## src/verilog/hlerr_pkg.sv

```systemverilog
// constants shared by the hub link error message enable block
package hlerr_pkg;
    localparam int ERR_W = 7;
    localparam int REG_W = 8;
    localparam int ADDR_W = 8;
    localparam int RESERVED_BIT = 7;

    localparam logic [ADDR_W-1:0] FIRST_LOG_ADDR = 8'h50;
    localparam logic [ADDR_W-1:0] NEXT_LOG_ADDR = 8'h52;
    localparam logic [ADDR_W-1:0] ERROR_MASK_ADDR = 8'h54;
    localparam logic [ADDR_W-1:0] SCI_ENABLE_ADDR = 8'h58;
    localparam logic [ADDR_W-1:0] SMI_ENABLE_ADDR = 8'h5a;

    localparam logic [REG_W-1:0] ENABLE_RESET = 8'h00;
    localparam logic [ERR_W-1:0] LOG_RESET = 7'h00;
    localparam logic [ERR_W-1:0] MASK_RESET = 7'h00;
    localparam logic [REG_W-1:0] RDATA_IDLE = 8'h00;

    typedef enum logic [1:0] {
        MSG_IDLE = 2'b00,
        MSG_WAIT = 2'b01
    } hlerr_msg_e;
endpackage

```

## src/verilog/hlerr_log.sv

```systemverilog
// sticky error log with write-one-to-clear bits
`timescale 1ns/1ps
module hlerr_log #(
    parameter int W = hlerr_pkg::ERR_W
) (
    input wire logic clock,
    input wire logic pwr_rst_n,
    input wire logic [W-1:0] set_vec,
    input wire logic [W-1:0] clr_vec,
    output logic [W-1:0] flags_ff,
    output logic [W-1:0] newly
);
    genvar i;
    generate
        for (i = 0; i < W; i = i + 1) begin : g_bit
            // set wins over a clear in the same cycle
            always_ff @(posedge clock or negedge pwr_rst_n) begin
                if (!pwr_rst_n) begin
                    flags_ff[i] <= hlerr_pkg::LOG_RESET[i];
                end else begin
                    flags_ff[i] <= set_vec[i] | (flags_ff[i] & ~clr_vec[i]);
                end
            end
            assign newly[i] = set_vec[i] & ~flags_ff[i];
        end
    endgenerate
endmodule

```

## src/verilog/hlerr_msg.sv

```systemverilog
// one message request toward the link, held until acknowledged
`timescale 1ns/1ps
module hlerr_msg (
    input wire logic clock,
    input wire logic rst_n,
    input wire logic fire,
    input wire logic ack,
    output logic req
);
    hlerr_pkg::hlerr_msg_e state_ff;
    hlerr_pkg::hlerr_msg_e nxt_state;

    always_comb begin
        nxt_state = state_ff;
        case (state_ff)
            hlerr_pkg::MSG_IDLE: begin
                if (fire) begin
                    nxt_state = hlerr_pkg::MSG_WAIT;
                end
            end
            hlerr_pkg::MSG_WAIT: begin
                // a new event in the ack cycle keeps one more message pending
                if (ack && !fire) begin
                    nxt_state = hlerr_pkg::MSG_IDLE;
                end
            end
            default: begin
                nxt_state = hlerr_pkg::MSG_IDLE;
            end
        endcase
    end

    always_ff @(posedge clock or negedge rst_n) begin
        if (!rst_n) begin
            state_ff <= hlerr_pkg::MSG_IDLE;
        end else begin
            state_ff <= nxt_state;
        end
    end

    assign req = (state_ff == hlerr_pkg::MSG_WAIT);
endmodule

```

## src/verilog/hlerr_top.sv

```systemverilog
// hub link error logging with per-error sci and smi message enables
`timescale 1ns/1ps
module hlerr_top (
    input wire logic CLOCK,
    input wire logic RST_N,
    input wire logic PWR_RST_N,
    input wire logic [hlerr_pkg::ERR_W-1:0] ERR_DETECT,
    input wire logic [hlerr_pkg::ADDR_W-1:0] ADDR,
    input wire logic [hlerr_pkg::REG_W-1:0] WDATA,
    input wire logic WR,
    input wire logic RD,
    output logic [hlerr_pkg::REG_W-1:0] RDATA,
    input wire logic SCI_ACK,
    input wire logic SMI_ACK,
    output logic SCI_REQ,
    output logic SMI_REQ
);
    localparam int EW = hlerr_pkg::ERR_W;

    logic [EW-1:0] sci_en_ff;
    logic [EW-1:0] smi_en_ff;
    logic [EW-1:0] mask_ff;
    logic [EW-1:0] first_log_ff;
    logic [EW-1:0] next_log_ff;
    logic [EW-1:0] first_log_new;
    logic [EW-1:0] next_log_new;
    logic [EW-1:0] err_in;
    logic [EW-1:0] first_log_set;
    logic [EW-1:0] next_log_set;
    logic [EW-1:0] first_log_clr;
    logic [EW-1:0] next_log_clr;
    logic [EW-1:0] newly;
    logic [EW-1:0] sci_hit;
    logic [EW-1:0] smi_hit;
    logic [EW-1:0] wdata_low;
    logic sci_fire;
    logic smi_fire;
    logic wr_sci;
    logic wr_smi;
    logic wr_mask;
    logic [hlerr_pkg::REG_W-1:0] rdata_ff;
    logic [hlerr_pkg::REG_W-1:0] nxt_rdata;

    assign wdata_low = WDATA[EW-1:0];
    assign wr_sci = WR && (ADDR == hlerr_pkg::SCI_ENABLE_ADDR);
    assign wr_smi = WR && (ADDR == hlerr_pkg::SMI_ENABLE_ADDR);
    assign wr_mask = WR && (ADDR == hlerr_pkg::ERROR_MASK_ADDR);

    // enable registers; bit 7 is never stored
    always_ff @(posedge CLOCK or negedge RST_N) begin
        if (!RST_N) begin
            sci_en_ff <= hlerr_pkg::ENABLE_RESET[EW-1:0];
        end else if (wr_sci) begin
            sci_en_ff <= wdata_low;
        end
    end

    always_ff @(posedge CLOCK or negedge RST_N) begin
        if (!RST_N) begin
            smi_en_ff <= hlerr_pkg::ENABLE_RESET[EW-1:0];
        end else if (wr_smi) begin
            smi_en_ff <= wdata_low;
        end
    end

    // mask survives the functional reset
    always_ff @(posedge CLOCK or negedge PWR_RST_N) begin
        if (!PWR_RST_N) begin
            mask_ff <= hlerr_pkg::MASK_RESET;
        end else if (wr_mask) begin
            mask_ff <= wdata_low;
        end
    end

    assign err_in = ERR_DETECT & ~mask_ff;

    // first log takes the lowest error only while it is empty
    always_comb begin
        if (first_log_ff == '0) begin
            first_log_set = err_in & EW'(~err_in + EW'(1));
        end else begin
            first_log_set = '0;
        end
        next_log_set = err_in & ~first_log_set;
        first_log_clr = '0;
        next_log_clr = '0;
        if (WR && (ADDR == hlerr_pkg::FIRST_LOG_ADDR)) begin
            first_log_clr = wdata_low;
        end
        if (WR && (ADDR == hlerr_pkg::NEXT_LOG_ADDR)) begin
            next_log_clr = wdata_low;
        end
    end

    hlerr_log #(
        .W(EW)
    ) u_first_log (
        .clock(CLOCK),
        .pwr_rst_n(PWR_RST_N),
        .set_vec(first_log_set),
        .clr_vec(first_log_clr),
        .flags_ff(first_log_ff),
        .newly(first_log_new)
    );

    hlerr_log #(
        .W(EW)
    ) u_next_log (
        .clock(CLOCK),
        .pwr_rst_n(PWR_RST_N),
        .set_vec(next_log_set),
        .clr_vec(next_log_clr),
        .flags_ff(next_log_ff),
        .newly(next_log_new)
    );

    // only a rising flag counts, never a flag that stays set
    assign newly = first_log_new | next_log_new;

    genvar i;
    generate
        for (i = 0; i < EW; i = i + 1) begin : g_gate
            // per-flag gating for bits 6 down to 0
            assign sci_hit[i] = newly[i] & sci_en_ff[i];
            assign smi_hit[i] = newly[i] & smi_en_ff[i];
        end
    endgenerate

    // both may fire if software breaks the one-type convention
    assign sci_fire = |sci_hit;
    assign smi_fire = |smi_hit;

    hlerr_msg u_sci_msg (
        .clock(CLOCK),
        .rst_n(RST_N),
        .fire(sci_fire),
        .ack(SCI_ACK),
        .req(SCI_REQ)
    );

    hlerr_msg u_smi_msg (
        .clock(CLOCK),
        .rst_n(RST_N),
        .fire(smi_fire),
        .ack(SMI_ACK),
        .req(SMI_REQ)
    );

    // read data stand one cycle only, zero otherwise
    always_comb begin
        nxt_rdata = hlerr_pkg::RDATA_IDLE;
        if (RD) begin
            case (ADDR)
                hlerr_pkg::FIRST_LOG_ADDR: nxt_rdata = {1'b0, first_log_ff};
                hlerr_pkg::NEXT_LOG_ADDR: nxt_rdata = {1'b0, next_log_ff};
                hlerr_pkg::ERROR_MASK_ADDR: nxt_rdata = {1'b0, mask_ff};
                hlerr_pkg::SCI_ENABLE_ADDR: nxt_rdata = {1'b0, sci_en_ff};
                hlerr_pkg::SMI_ENABLE_ADDR: nxt_rdata = {1'b0, smi_en_ff};
                default: nxt_rdata = hlerr_pkg::RDATA_IDLE;
            endcase
        end
    end

    always_ff @(posedge CLOCK or negedge RST_N) begin
        if (!RST_N) begin
            rdata_ff <= hlerr_pkg::RDATA_IDLE;
        end else begin
            rdata_ff <= nxt_rdata;
        end
    end

    assign RDATA = rdata_ff;

    // checks

    AST_SCI_ISSUE: assert property (
        @(posedge CLOCK) disable iff (!RST_N || !PWR_RST_N)
        (|(newly & sci_en_ff)) |=> SCI_REQ
    ) else $error("sci request missing after enabled new flag");

    AST_SMI_ISSUE: assert property (
        @(posedge CLOCK) disable iff (!RST_N || !PWR_RST_N)
        (|(newly & smi_en_ff)) |=> SMI_REQ
    ) else $error("smi request missing after enabled new flag");

    AST_SCI_TA_BIT: assert property (
        @(posedge CLOCK) disable iff (!RST_N || !PWR_RST_N)
        (first_log_new[6] || next_log_new[6]) && sci_en_ff[6] |=> SCI_REQ
    ) else $error("target abort did not raise sci");

    AST_SCI_SUPPRESS: assert property (
        @(posedge CLOCK) disable iff (!RST_N || !PWR_RST_N)
        !SCI_REQ && ((newly & sci_en_ff) == '0) |=> !SCI_REQ
    ) else $error("sci raised without an enabled new flag");

    AST_SMI_SUPPRESS: assert property (
        @(posedge CLOCK) disable iff (!RST_N || !PWR_RST_N)
        !SMI_REQ && ((newly & smi_en_ff) == '0) |=> !SMI_REQ
    ) else $error("smi raised without an enabled new flag");

    AST_SMI_PARITY_BIT: assert property (
        @(posedge CLOCK) disable iff (!RST_N || !PWR_RST_N)
        !SMI_REQ && newly[0] && smi_en_ff[0] ##1 !SMI_ACK |=> SMI_REQ
    ) else $error("address parity error lost its smi");

    AST_SCI_READBACK: assert property (
        @(posedge CLOCK) disable iff (!RST_N || !PWR_RST_N)
        wr_sci ##1 (RD && ADDR == hlerr_pkg::SCI_ENABLE_ADDR && !WR)
        |=> RDATA == {1'b0, $past(wdata_low, 2)}
    ) else $error("sci enable readback wrong");

    AST_SMI_READBACK: assert property (
        @(posedge CLOCK) disable iff (!RST_N || !PWR_RST_N)
        wr_smi ##1 (RD && ADDR == hlerr_pkg::SMI_ENABLE_ADDR && !WR)
        |=> RDATA == {1'b0, $past(wdata_low, 2)}
    ) else $error("smi enable readback wrong");

    AST_RESERVED_ZERO: assert property (
        @(posedge CLOCK) disable iff (!RST_N || !PWR_RST_N)
        RD && (ADDR == hlerr_pkg::SCI_ENABLE_ADDR || ADDR == hlerr_pkg::SMI_ENABLE_ADDR)
        |=> RDATA[hlerr_pkg::RESERVED_BIT] == 1'b0
    ) else $error("reserved enable bit read as one");

    AST_NEXT_RECORD: assert property (
        @(posedge CLOCK) disable iff (!RST_N || !PWR_RST_N)
        (first_log_ff != '0) && (err_in != '0)
        |=> (next_log_ff & $past(err_in)) == $past(err_in)
    ) else $error("next log dropped a later error");

    AST_FIRST_SINGLE: assert property (
        @(posedge CLOCK) disable iff (!RST_N || !PWR_RST_N)
        $onehot0(first_log_ff)
    ) else $error("first log holds more than one flag");

    AST_MASK_BLOCKS: assert property (
        @(posedge CLOCK) disable iff (!RST_N || !PWR_RST_N)
        mask_ff[3] && !first_log_ff[3] && !next_log_ff[3]
        |=> !first_log_ff[3] && !next_log_ff[3]
    ) else $error("masked error was logged");

    AST_MASK_NO_MSG: assert property (
        @(posedge CLOCK) disable iff (!RST_N || !PWR_RST_N)
        (ERR_DETECT & ~mask_ff) == '0 |-> !sci_fire && !smi_fire
    ) else $error("masked error produced a message");

    AST_W1C_CLEAR: assert property (
        @(posedge CLOCK) disable iff (!RST_N || !PWR_RST_N)
        WR && ADDR == hlerr_pkg::NEXT_LOG_ADDR && err_in == '0
        |=> (next_log_ff & $past(wdata_low)) == '0
    ) else $error("write one did not clear next log flag");

    AST_SET_WINS: assert property (
        @(posedge CLOCK) disable iff (!RST_N || !PWR_RST_N)
        WR && ADDR == hlerr_pkg::NEXT_LOG_ADDR && (next_log_set & wdata_low) != '0
        |=> (next_log_ff & $past(next_log_set)) == $past(next_log_set)
    ) else $error("clear beat a new error");

    AST_ONCE_ONLY: assert property (
        @(posedge CLOCK) disable iff (!RST_N || !PWR_RST_N)
        SCI_REQ && SCI_ACK && !sci_fire ##1 (newly == '0)[*2] |-> !SCI_REQ
    ) else $error("sci repeated for a flag that stayed set");

    AST_REQ_HOLDS: assert property (
        @(posedge CLOCK) disable iff (!RST_N || !PWR_RST_N)
        SMI_REQ && !SMI_ACK |=> SMI_REQ
    ) else $error("smi request dropped before ack");

    AST_RDATA_ONE_CYCLE: assert property (
        @(posedge CLOCK) disable iff (!RST_N || !PWR_RST_N)
        !RD |=> RDATA == hlerr_pkg::RDATA_IDLE
    ) else $error("read data stood without a read");

    AST_SMI_TA_BIT: assert property (
        @(posedge CLOCK) disable iff (!RST_N || !PWR_RST_N)
        (first_log_new[6] || next_log_new[6]) && smi_en_ff[6] |=> SMI_REQ
    ) else $error("target abort did not raise smi");

    AST_SCI_PARITY_BIT: assert property (
        @(posedge CLOCK) disable iff (!RST_N || !PWR_RST_N)
        !SCI_REQ && newly[0] && sci_en_ff[0] ##1 !SCI_ACK |=> SCI_REQ
    ) else $error("address parity error lost its sci");

    AST_SCI_REQ_HOLDS: assert property (
        @(posedge CLOCK) disable iff (!RST_N || !PWR_RST_N)
        SCI_REQ && !SCI_ACK |=> SCI_REQ
    ) else $error("sci request dropped before ack");

    AST_SMI_ONCE_ONLY: assert property (
        @(posedge CLOCK) disable iff (!RST_N || !PWR_RST_N)
        SMI_REQ && SMI_ACK && !smi_fire ##1 (newly == '0)[*2] |-> !SMI_REQ
    ) else $error("smi repeated for a flag that stayed set");

    AST_SCI_EN_HOLD: assert property (
        @(posedge CLOCK) disable iff (!RST_N || !PWR_RST_N)
        !wr_sci |=> sci_en_ff == $past(sci_en_ff)
    ) else $error("sci enable changed without a write");

    AST_SMI_EN_HOLD: assert property (
        @(posedge CLOCK) disable iff (!RST_N || !PWR_RST_N)
        !wr_smi |=> smi_en_ff == $past(smi_en_ff)
    ) else $error("smi enable changed without a write");

    AST_SCI_RD_VALUE: assert property (
        @(posedge CLOCK) disable iff (!RST_N || !PWR_RST_N)
        RD && ADDR == hlerr_pkg::SCI_ENABLE_ADDR |=> RDATA == {1'b0, $past(sci_en_ff)}
    ) else $error("sci enable read data wrong");

    AST_SMI_RD_VALUE: assert property (
        @(posedge CLOCK) disable iff (!RST_N || !PWR_RST_N)
        RD && ADDR == hlerr_pkg::SMI_ENABLE_ADDR |=> RDATA == {1'b0, $past(smi_en_ff)}
    ) else $error("smi enable read data wrong");

    AST_FIRST_W1C: assert property (
        @(posedge CLOCK) disable iff (!RST_N || !PWR_RST_N)
        WR && ADDR == hlerr_pkg::FIRST_LOG_ADDR && err_in == '0
        |=> (first_log_ff & $past(wdata_low)) == '0
    ) else $error("write one did not clear first log flag");

    // logs must ride through the functional reset untouched
    AST_LOG_STICKY: assert property (
        @(posedge CLOCK) disable iff (!PWR_RST_N)
        !(WR && ADDR == hlerr_pkg::NEXT_LOG_ADDR)
        |=> (next_log_ff & $past(next_log_ff)) == $past(next_log_ff)
    ) else $error("next log flag lost without a clear");

    AST_FIRST_FROZEN: assert property (
        @(posedge CLOCK) disable iff (!RST_N || !PWR_RST_N)
        first_log_ff != '0 |=> (first_log_ff & ~$past(first_log_ff)) == '0
    ) else $error("first log took a second error");
endmodule
```

## config.mk

```make
export PLATFORM = sky130hd
export DESIGN_NAME = hlerr_top
export DESIGN_NICKNAME = d
export VERILOG_FILES = /design/src/verilog/hlerr_pkg.sv /design/src/verilog/hlerr_log.sv /design/src/verilog/hlerr_msg.sv /design/src/verilog/hlerr_top.sv
export SDC_FILE = /design/constraint.sdc
export NUM_CORES = 1
export LEC_CHECK = 0
export BUFFER_PORTS_ARGS = -buffer_cell sky130_fd_sc_hd__buf_2
export CAP_MARGIN = 20
export CORE_MARGIN = 3
export CORE_UTILIZATION = 50
export CTS_CLUSTER_DIAMETER = 200
export DETAILED_ROUTE_END_ITERATION = 8
export PLACE_DENSITY = 0.73
export SLEW_MARGIN = 20
export SYNTH_ARGS = -nofsm -noshare
export SYNTH_HDL_FRONTEND = slang
export SYNTH_SLANG_ARGS = --single-unit
```

## constraint.sdc

```tcl
create_clock -name CLOCK -period 3.1 [get_ports CLOCK]
set_input_delay 0.31 -clock CLOCK [delete_from_list [all_inputs] [get_ports CLOCK]]
set_output_delay 0.31 -clock CLOCK [all_outputs]
set_load 0.02 [all_outputs]
```

# Word level (Yosys, flattened, before mapping)
# Cells that the tools add are included.
# totals
regBits	47
elab_cells	150
# op_classes
n_reduce_logical	16
n_addsub	1
bitwise_logic	91
n_eq_ne	11
mux	11
# ops
cell	n
$and 1x1->1	42
$eq 8x7->1 const B	5
$pmux 7 s5	1
$mux 7	4
$not 1->1	28
$and 7x7->7	3
$not 7->7	3
$or 1x1->1	14
$reduce_or 7->1	2
$mux 2	4
$ne 2x1->1 const B	4
$pmux 2 s2	2
$add 7x1->7 const B	1
$logic_and 1x1->1	7
$logic_not 7->1	1
$or 7x7->7	1
$eq 2x1->1 const B	2
$logic_not 2->1	2
$reduce_and 2->1	2
$logic_not 1->1	2

# Longest topological paths before layout
# depth
ltp_word	16
ltp_mapped	7

# Hierarchy
# Synthesis repeated with hierarchy kept, for this count alone.
# unflattened
hier_cells	249
area_unflattened_um2	2461.1
# by_module_without_submodules
mod	seq_area_each_um2	area_per_inst_um2	cells_each	n_inst
hlerr_top	700.7	1793.0	187	1
hlerr_log	175.2	297.8	28	2
hlerr_msg	25.0	36.3	3	2

# Least setup slack after synthesis
# Ideal clock, no wire load.
# synth_path
path_kind	input -> register
start	input ADDR[0] in the netlist's numbering
end	register u_first_log.flags_ff[5]
setup_ps	121
path_buffers	1
cell_stages	6
t_arrival_ps	1786
path_slack_ps	1193
path_cell_list	or4b_4 nor4b_4 and2_1 buf_6 nand2_2 a22o_1
# synth_between
elab_chain_cells	6
# synth_lines
item	line	rtl
from (decl)	hlerr_top.sv:8	input wire logic [hlerr_pkg::ADDR_W-1:0] ADDR,
$eq 8x7->1	hlerr_top.sv:87	if (WR && (ADDR == hlerr_pkg::FIRST_LOG_ADDR)) begin
$logic_and 1x1->1	hlerr_top.sv:87	
$mux 7	hlerr_top.sv:87	
$not 1->1	hlerr_log.sv:21	flags_ff[i] <= set_vec[i] | (flags_ff[i] & ~clr_vec[i]);
$and 1x1->1	hlerr_log.sv:21	
$or 1x1->1	hlerr_log.sv:21	
to (signal, indexed assignment)	hlerr_log.sv:19	flags_ff[i] <= hlerr_pkg::LOG_RESET[i];
to (signal, indexed assignment)	hlerr_log.sv:21	
to (decl)	hlerr_log.sv:10	output logic [W-1:0] flags_ff,
# Every way passes these cells.
# A chain may end at the register's enable or synchronous reset.

# Final worst setup path
# layout_path
start	register u_first_log.flags_ff[2]
end	register u_sci_msg.state_ff[0]
# layout_between
elab_chain_cells	12
elab_cells_between_ends	33
# layout_lines
item	line	rtl
$logic_not 7->1	hlerr_top.sv:79	if (first_log_ff == '0) begin
$mux 7	hlerr_top.sv:79	
$not 7->7	hlerr_top.sv:84	next_log_set = err_in & ~first_log_set;
$and 7x7->7	hlerr_top.sv:84	
$and 1x1->1	hlerr_log.sv:24	assign newly[i] = set_vec[i] & ~flags_ff[i];
$or 7x7->7 *	hlerr_top.sv:118	assign newly = first_log_new | next_log_new;
$and 1x1->1	hlerr_top.sv:124	assign sci_hit[i] = newly[i] & sci_en_ff[i];
$reduce_or 7->1 *	hlerr_top.sv:130	assign sci_fire = |sci_hit;
$logic_not 1->1	hlerr_msg.sv:23	if (ack && !fire) begin
$logic_and 1x1->1	hlerr_msg.sv:23	
$ne 2x1->1 (no source line)	-	
$reduce_and 2->1 (no source line) *	-	
to (signal assigned)	hlerr_msg.sv:35	state_ff <= hlerr_pkg::MSG_IDLE;
to (signal assigned)	hlerr_msg.sv:37	state_ff <= nxt_state;
to (decl)	hlerr_msg.sv:10	hlerr_pkg::hlerr_msg_e state_ff;
# Every way passes the cells marked *; elsewhere a longest branch is shown, timed or not.

==> metrics <==
worst slew pin tran=~530 ps; Slew headroom=0.642; ranking of synthesized cells by area=dfrtp_1, mux2_2, a22o_1; starting utilization of the core area=0.542; net count after synthesis=244; worst r2r dst=u_sci_msg.state_ff[0]$_DFFE_PN0P_; Vias=1860; clock latency at the later pin of the worst-skew pair=290 ps; R2R cell count=5; worst path arrival time=between 2000 and 2500 ps; horizontal die dimension=73.5 um; clock slew at the register clock pins of the worst setup and hold paths=roughly 90 ps; Detail Route Antenna Nets=0; peak per-stage delay on the critical path=520 ps; die footprint=between 5000 and 6000 um^2; total clock buffers created by CTS=5; number of global-route vias before repair=1797; final-layout fill cell count=358; level count of the clock H-tree=2; beginning of the critical path=u_first_log.flags_ff[2]$_DFF_PN0_; synthesized area=2280 um^2; Fmax=482 MHz; slowest library cell on the worst path=nor4_1; Hold Worst Slack=288 ps; antenna fix cells=0; CTS sink cnt=44; Leak=about 1.2 nW; biggest area consumer among synthesized cells=dfrtp_1; height of the die=73.5 um; synth cell count leaders=dfrtp_1, nand2_1, mux2_2; final count of pins violating max slew=0; vias per cell=6.08; power density of the placed cells=466 nW/um^2; DRC marker count from the first detailed-route iteration=around 190; launch point of the worst reg-to-reg path=u_first_log.flags_ff[2]$_DFF_PN0_; sequential fraction of the synthesis area=0.483; setup slack of the most critical reg-to-reg path=1020 ps; buffer levels on the longest clock path=2; buffers inserted by post-CTS timing repair=0; peak fanout along the critical path=9; yosys warns=0; area added between synthesis and finish=15.3%; Period Utilization, post-route=0.670; number of setup violations in the final report=0; number of ports placed on the die boundary=40; number of remaining DRC errors=0; number of register bits inferred by synthesis=44; Hold Startpoint=WDATA[6]; global-route wire length before repair=between 9000 and 10000 um; setup tns final=0 ps; post-layout minimum cycle time=2080 ps; cells along the critical path=nor4_1 -> nand3_1 -> o31ai_1 -> nand3_1 -> nand4_1; most frequently used flop master after synthesis=dfrtp_1; fraction of layout instances using a drive strength above 1=0.289; number of buffers added on ports=37; TritonCTS clock tree=done; post-synthesis instance total=214; number of antenna violations at the first check in global routing=0; gpl congestion=0.864; overall overflow remaining after global route=0; Yosys cell types=41; Worst Hold Class=input port to flop; Final Skew=8.62 ps; Setup crit end kind=flop; standard cell core area=between 4000 and 5000 um^2; number of flops mapped to enable cells by yosys=0; DRT Wirelength=about 5700 um; nets=285; pin count of the biggest net entering global routing=24; Root Driver=clkbuf_8; Req. time, crit path=3320 ps; worst ir drop on vdd=roughly 0.00028 V; most used cell along the critical path=nand3_1; kind of start point of the critical path=flop; placed wire-length estimate=4080 um; worst setup path endpoint=u_sci_msg.state_ff[0]$_DFFE_PN0P_; final total power=1.22 mW; result of the run=complete, no violations; global routing usage summed across all routing layers=0.231; Pre-Repair DR Iteration Count=5; Avg Synthesized Cell Area=10.6 um^2; standard-cell row count=23; max-cap violation count=0; setup repair after global routing missed its margin=false; category of the most critical setup path=flop to flop; asr flop ratio synth=1.00; routed wire length per instance=18.6 um; area share of the leading cell type in the synthesized netlist=0.483; Hold Fails Final Rpt=0; cell with the most instances after synthesis=dfrtp_1
cell families after synthesis:
group                  count (synthesis)  share of synthesized area
buffers and inverters                 20                     0.0395
AND/OR/NAND/NOR                       71                      0.182
multiplexers                          24                      0.118
other                                  1                    0.00165
AO/OA/AOI/OAI                         54                      0.176
flip-flops                            44                      0.483
what timing repair did:
item,CTS,global route
hold endpoints to repair,38,0
hold buffers,2,0
resized for setup,0,0
endpoints found under the setup margin,0,0
worst min-delay path by stage:
stage / slack, ps / end / cells past startpoint
final: 290 / sci_en_ff[6]$_DFFE_PN0P_ / 2
after CTS: 280 / sci_en_ff[6]$_DFFE_PN0P_ / 2
after global routing: 290 / mask_ff[5]$_DFFE_PN0P_ / 2
after floorplan: 10 / RDATA[0]$_DFF_PN0_ / 0
after detailed placement: 310 / smi_en_ff[6]$_DFFE_PN0P_ / 1
after global placement: 310 / mask_ff[0]$_DFFE_PN0P_ / 1
worst max-delay path, delay by kind of cell, from the launching register on:
kind               cells  cell delay [ps]
DFF                    1              420
and+or+nand+nor        4             1200
AOI/OAI and AO/OA      1              390
sequential cells by signal (all words and copies together), names as in the netlist:
signal                count
RDATA                     7
mask_ff                   7
sci_en_ff                 7
smi_en_ff                 7
u_first_log.flags_ff      7
u_next_log.flags_ff       7
u_sci_msg.state_ff        1
u_smi_msg.state_ff        1
power by group:
part           switching [mW]  internal, mW  total, mW
clock network           0.186         0.239      0.425
registers              0.0408         0.612      0.653
logic                  0.0807        0.0643      0.145
total                   0.307         0.916       1.22
cells in the final DEF, fill, tap and decap left out, drive strengths merged, types with 2 or more instances in the layout:
cell type,n
a2111oi,2
a21o,2
a21oi,5
a222oi,7
a22o,13
a31oi,2
buf,39
clkbuf,6
dfrtp,44
dlygate4sd3,2
inv,13
mux2,23
nand2,21
nand2b,6
nand3,7
nand4,4
nor2,12
nor2b,6
nor3,5
nor4,3
o211ai,2
o21ai,14
o2bb2ai,3
o32ai,2
or2,2
metal layers:
layer	vias up	wire length, um	GRT usage
met5	-	0	0
met4	0	160	0.0946
met3	14	428	0.0520
met2	74	2470	0.335
met1	895	2620	0.333
li1	877	-	-
layout make-up:
| class | count | area [um^2] | share of cell area |
|---|---|---|---|
| sequential | 44 | 1100 | 0.419 |
| multi-input combinational | 150 | 1090 | 0.414 |
| timing repair buffer | 41 | 220 | 0.0838 |
| clock buffer | 6 | 72.6 | 0.0276 |
| tap | 50 | 62.6 | 0.0238 |
| inverter | 13 | 48.8 | 0.0186 |
| clock inverter | 2 | 35.0 | 0.0133 |
stage by stage:
stage	setup slack [ps]	cell area, um^2	std cells	utilization
finish	1020	2630	306	0.625
global route	781	2630	306	0.625
CTS	1030	2630	306	0.625
detailed placement	761	2500	296	0.595
global placement	778	2500	296	0.595
floorplan	1190	2280	214	-
No activity file was read; power rests on OpenSTA's default activity.
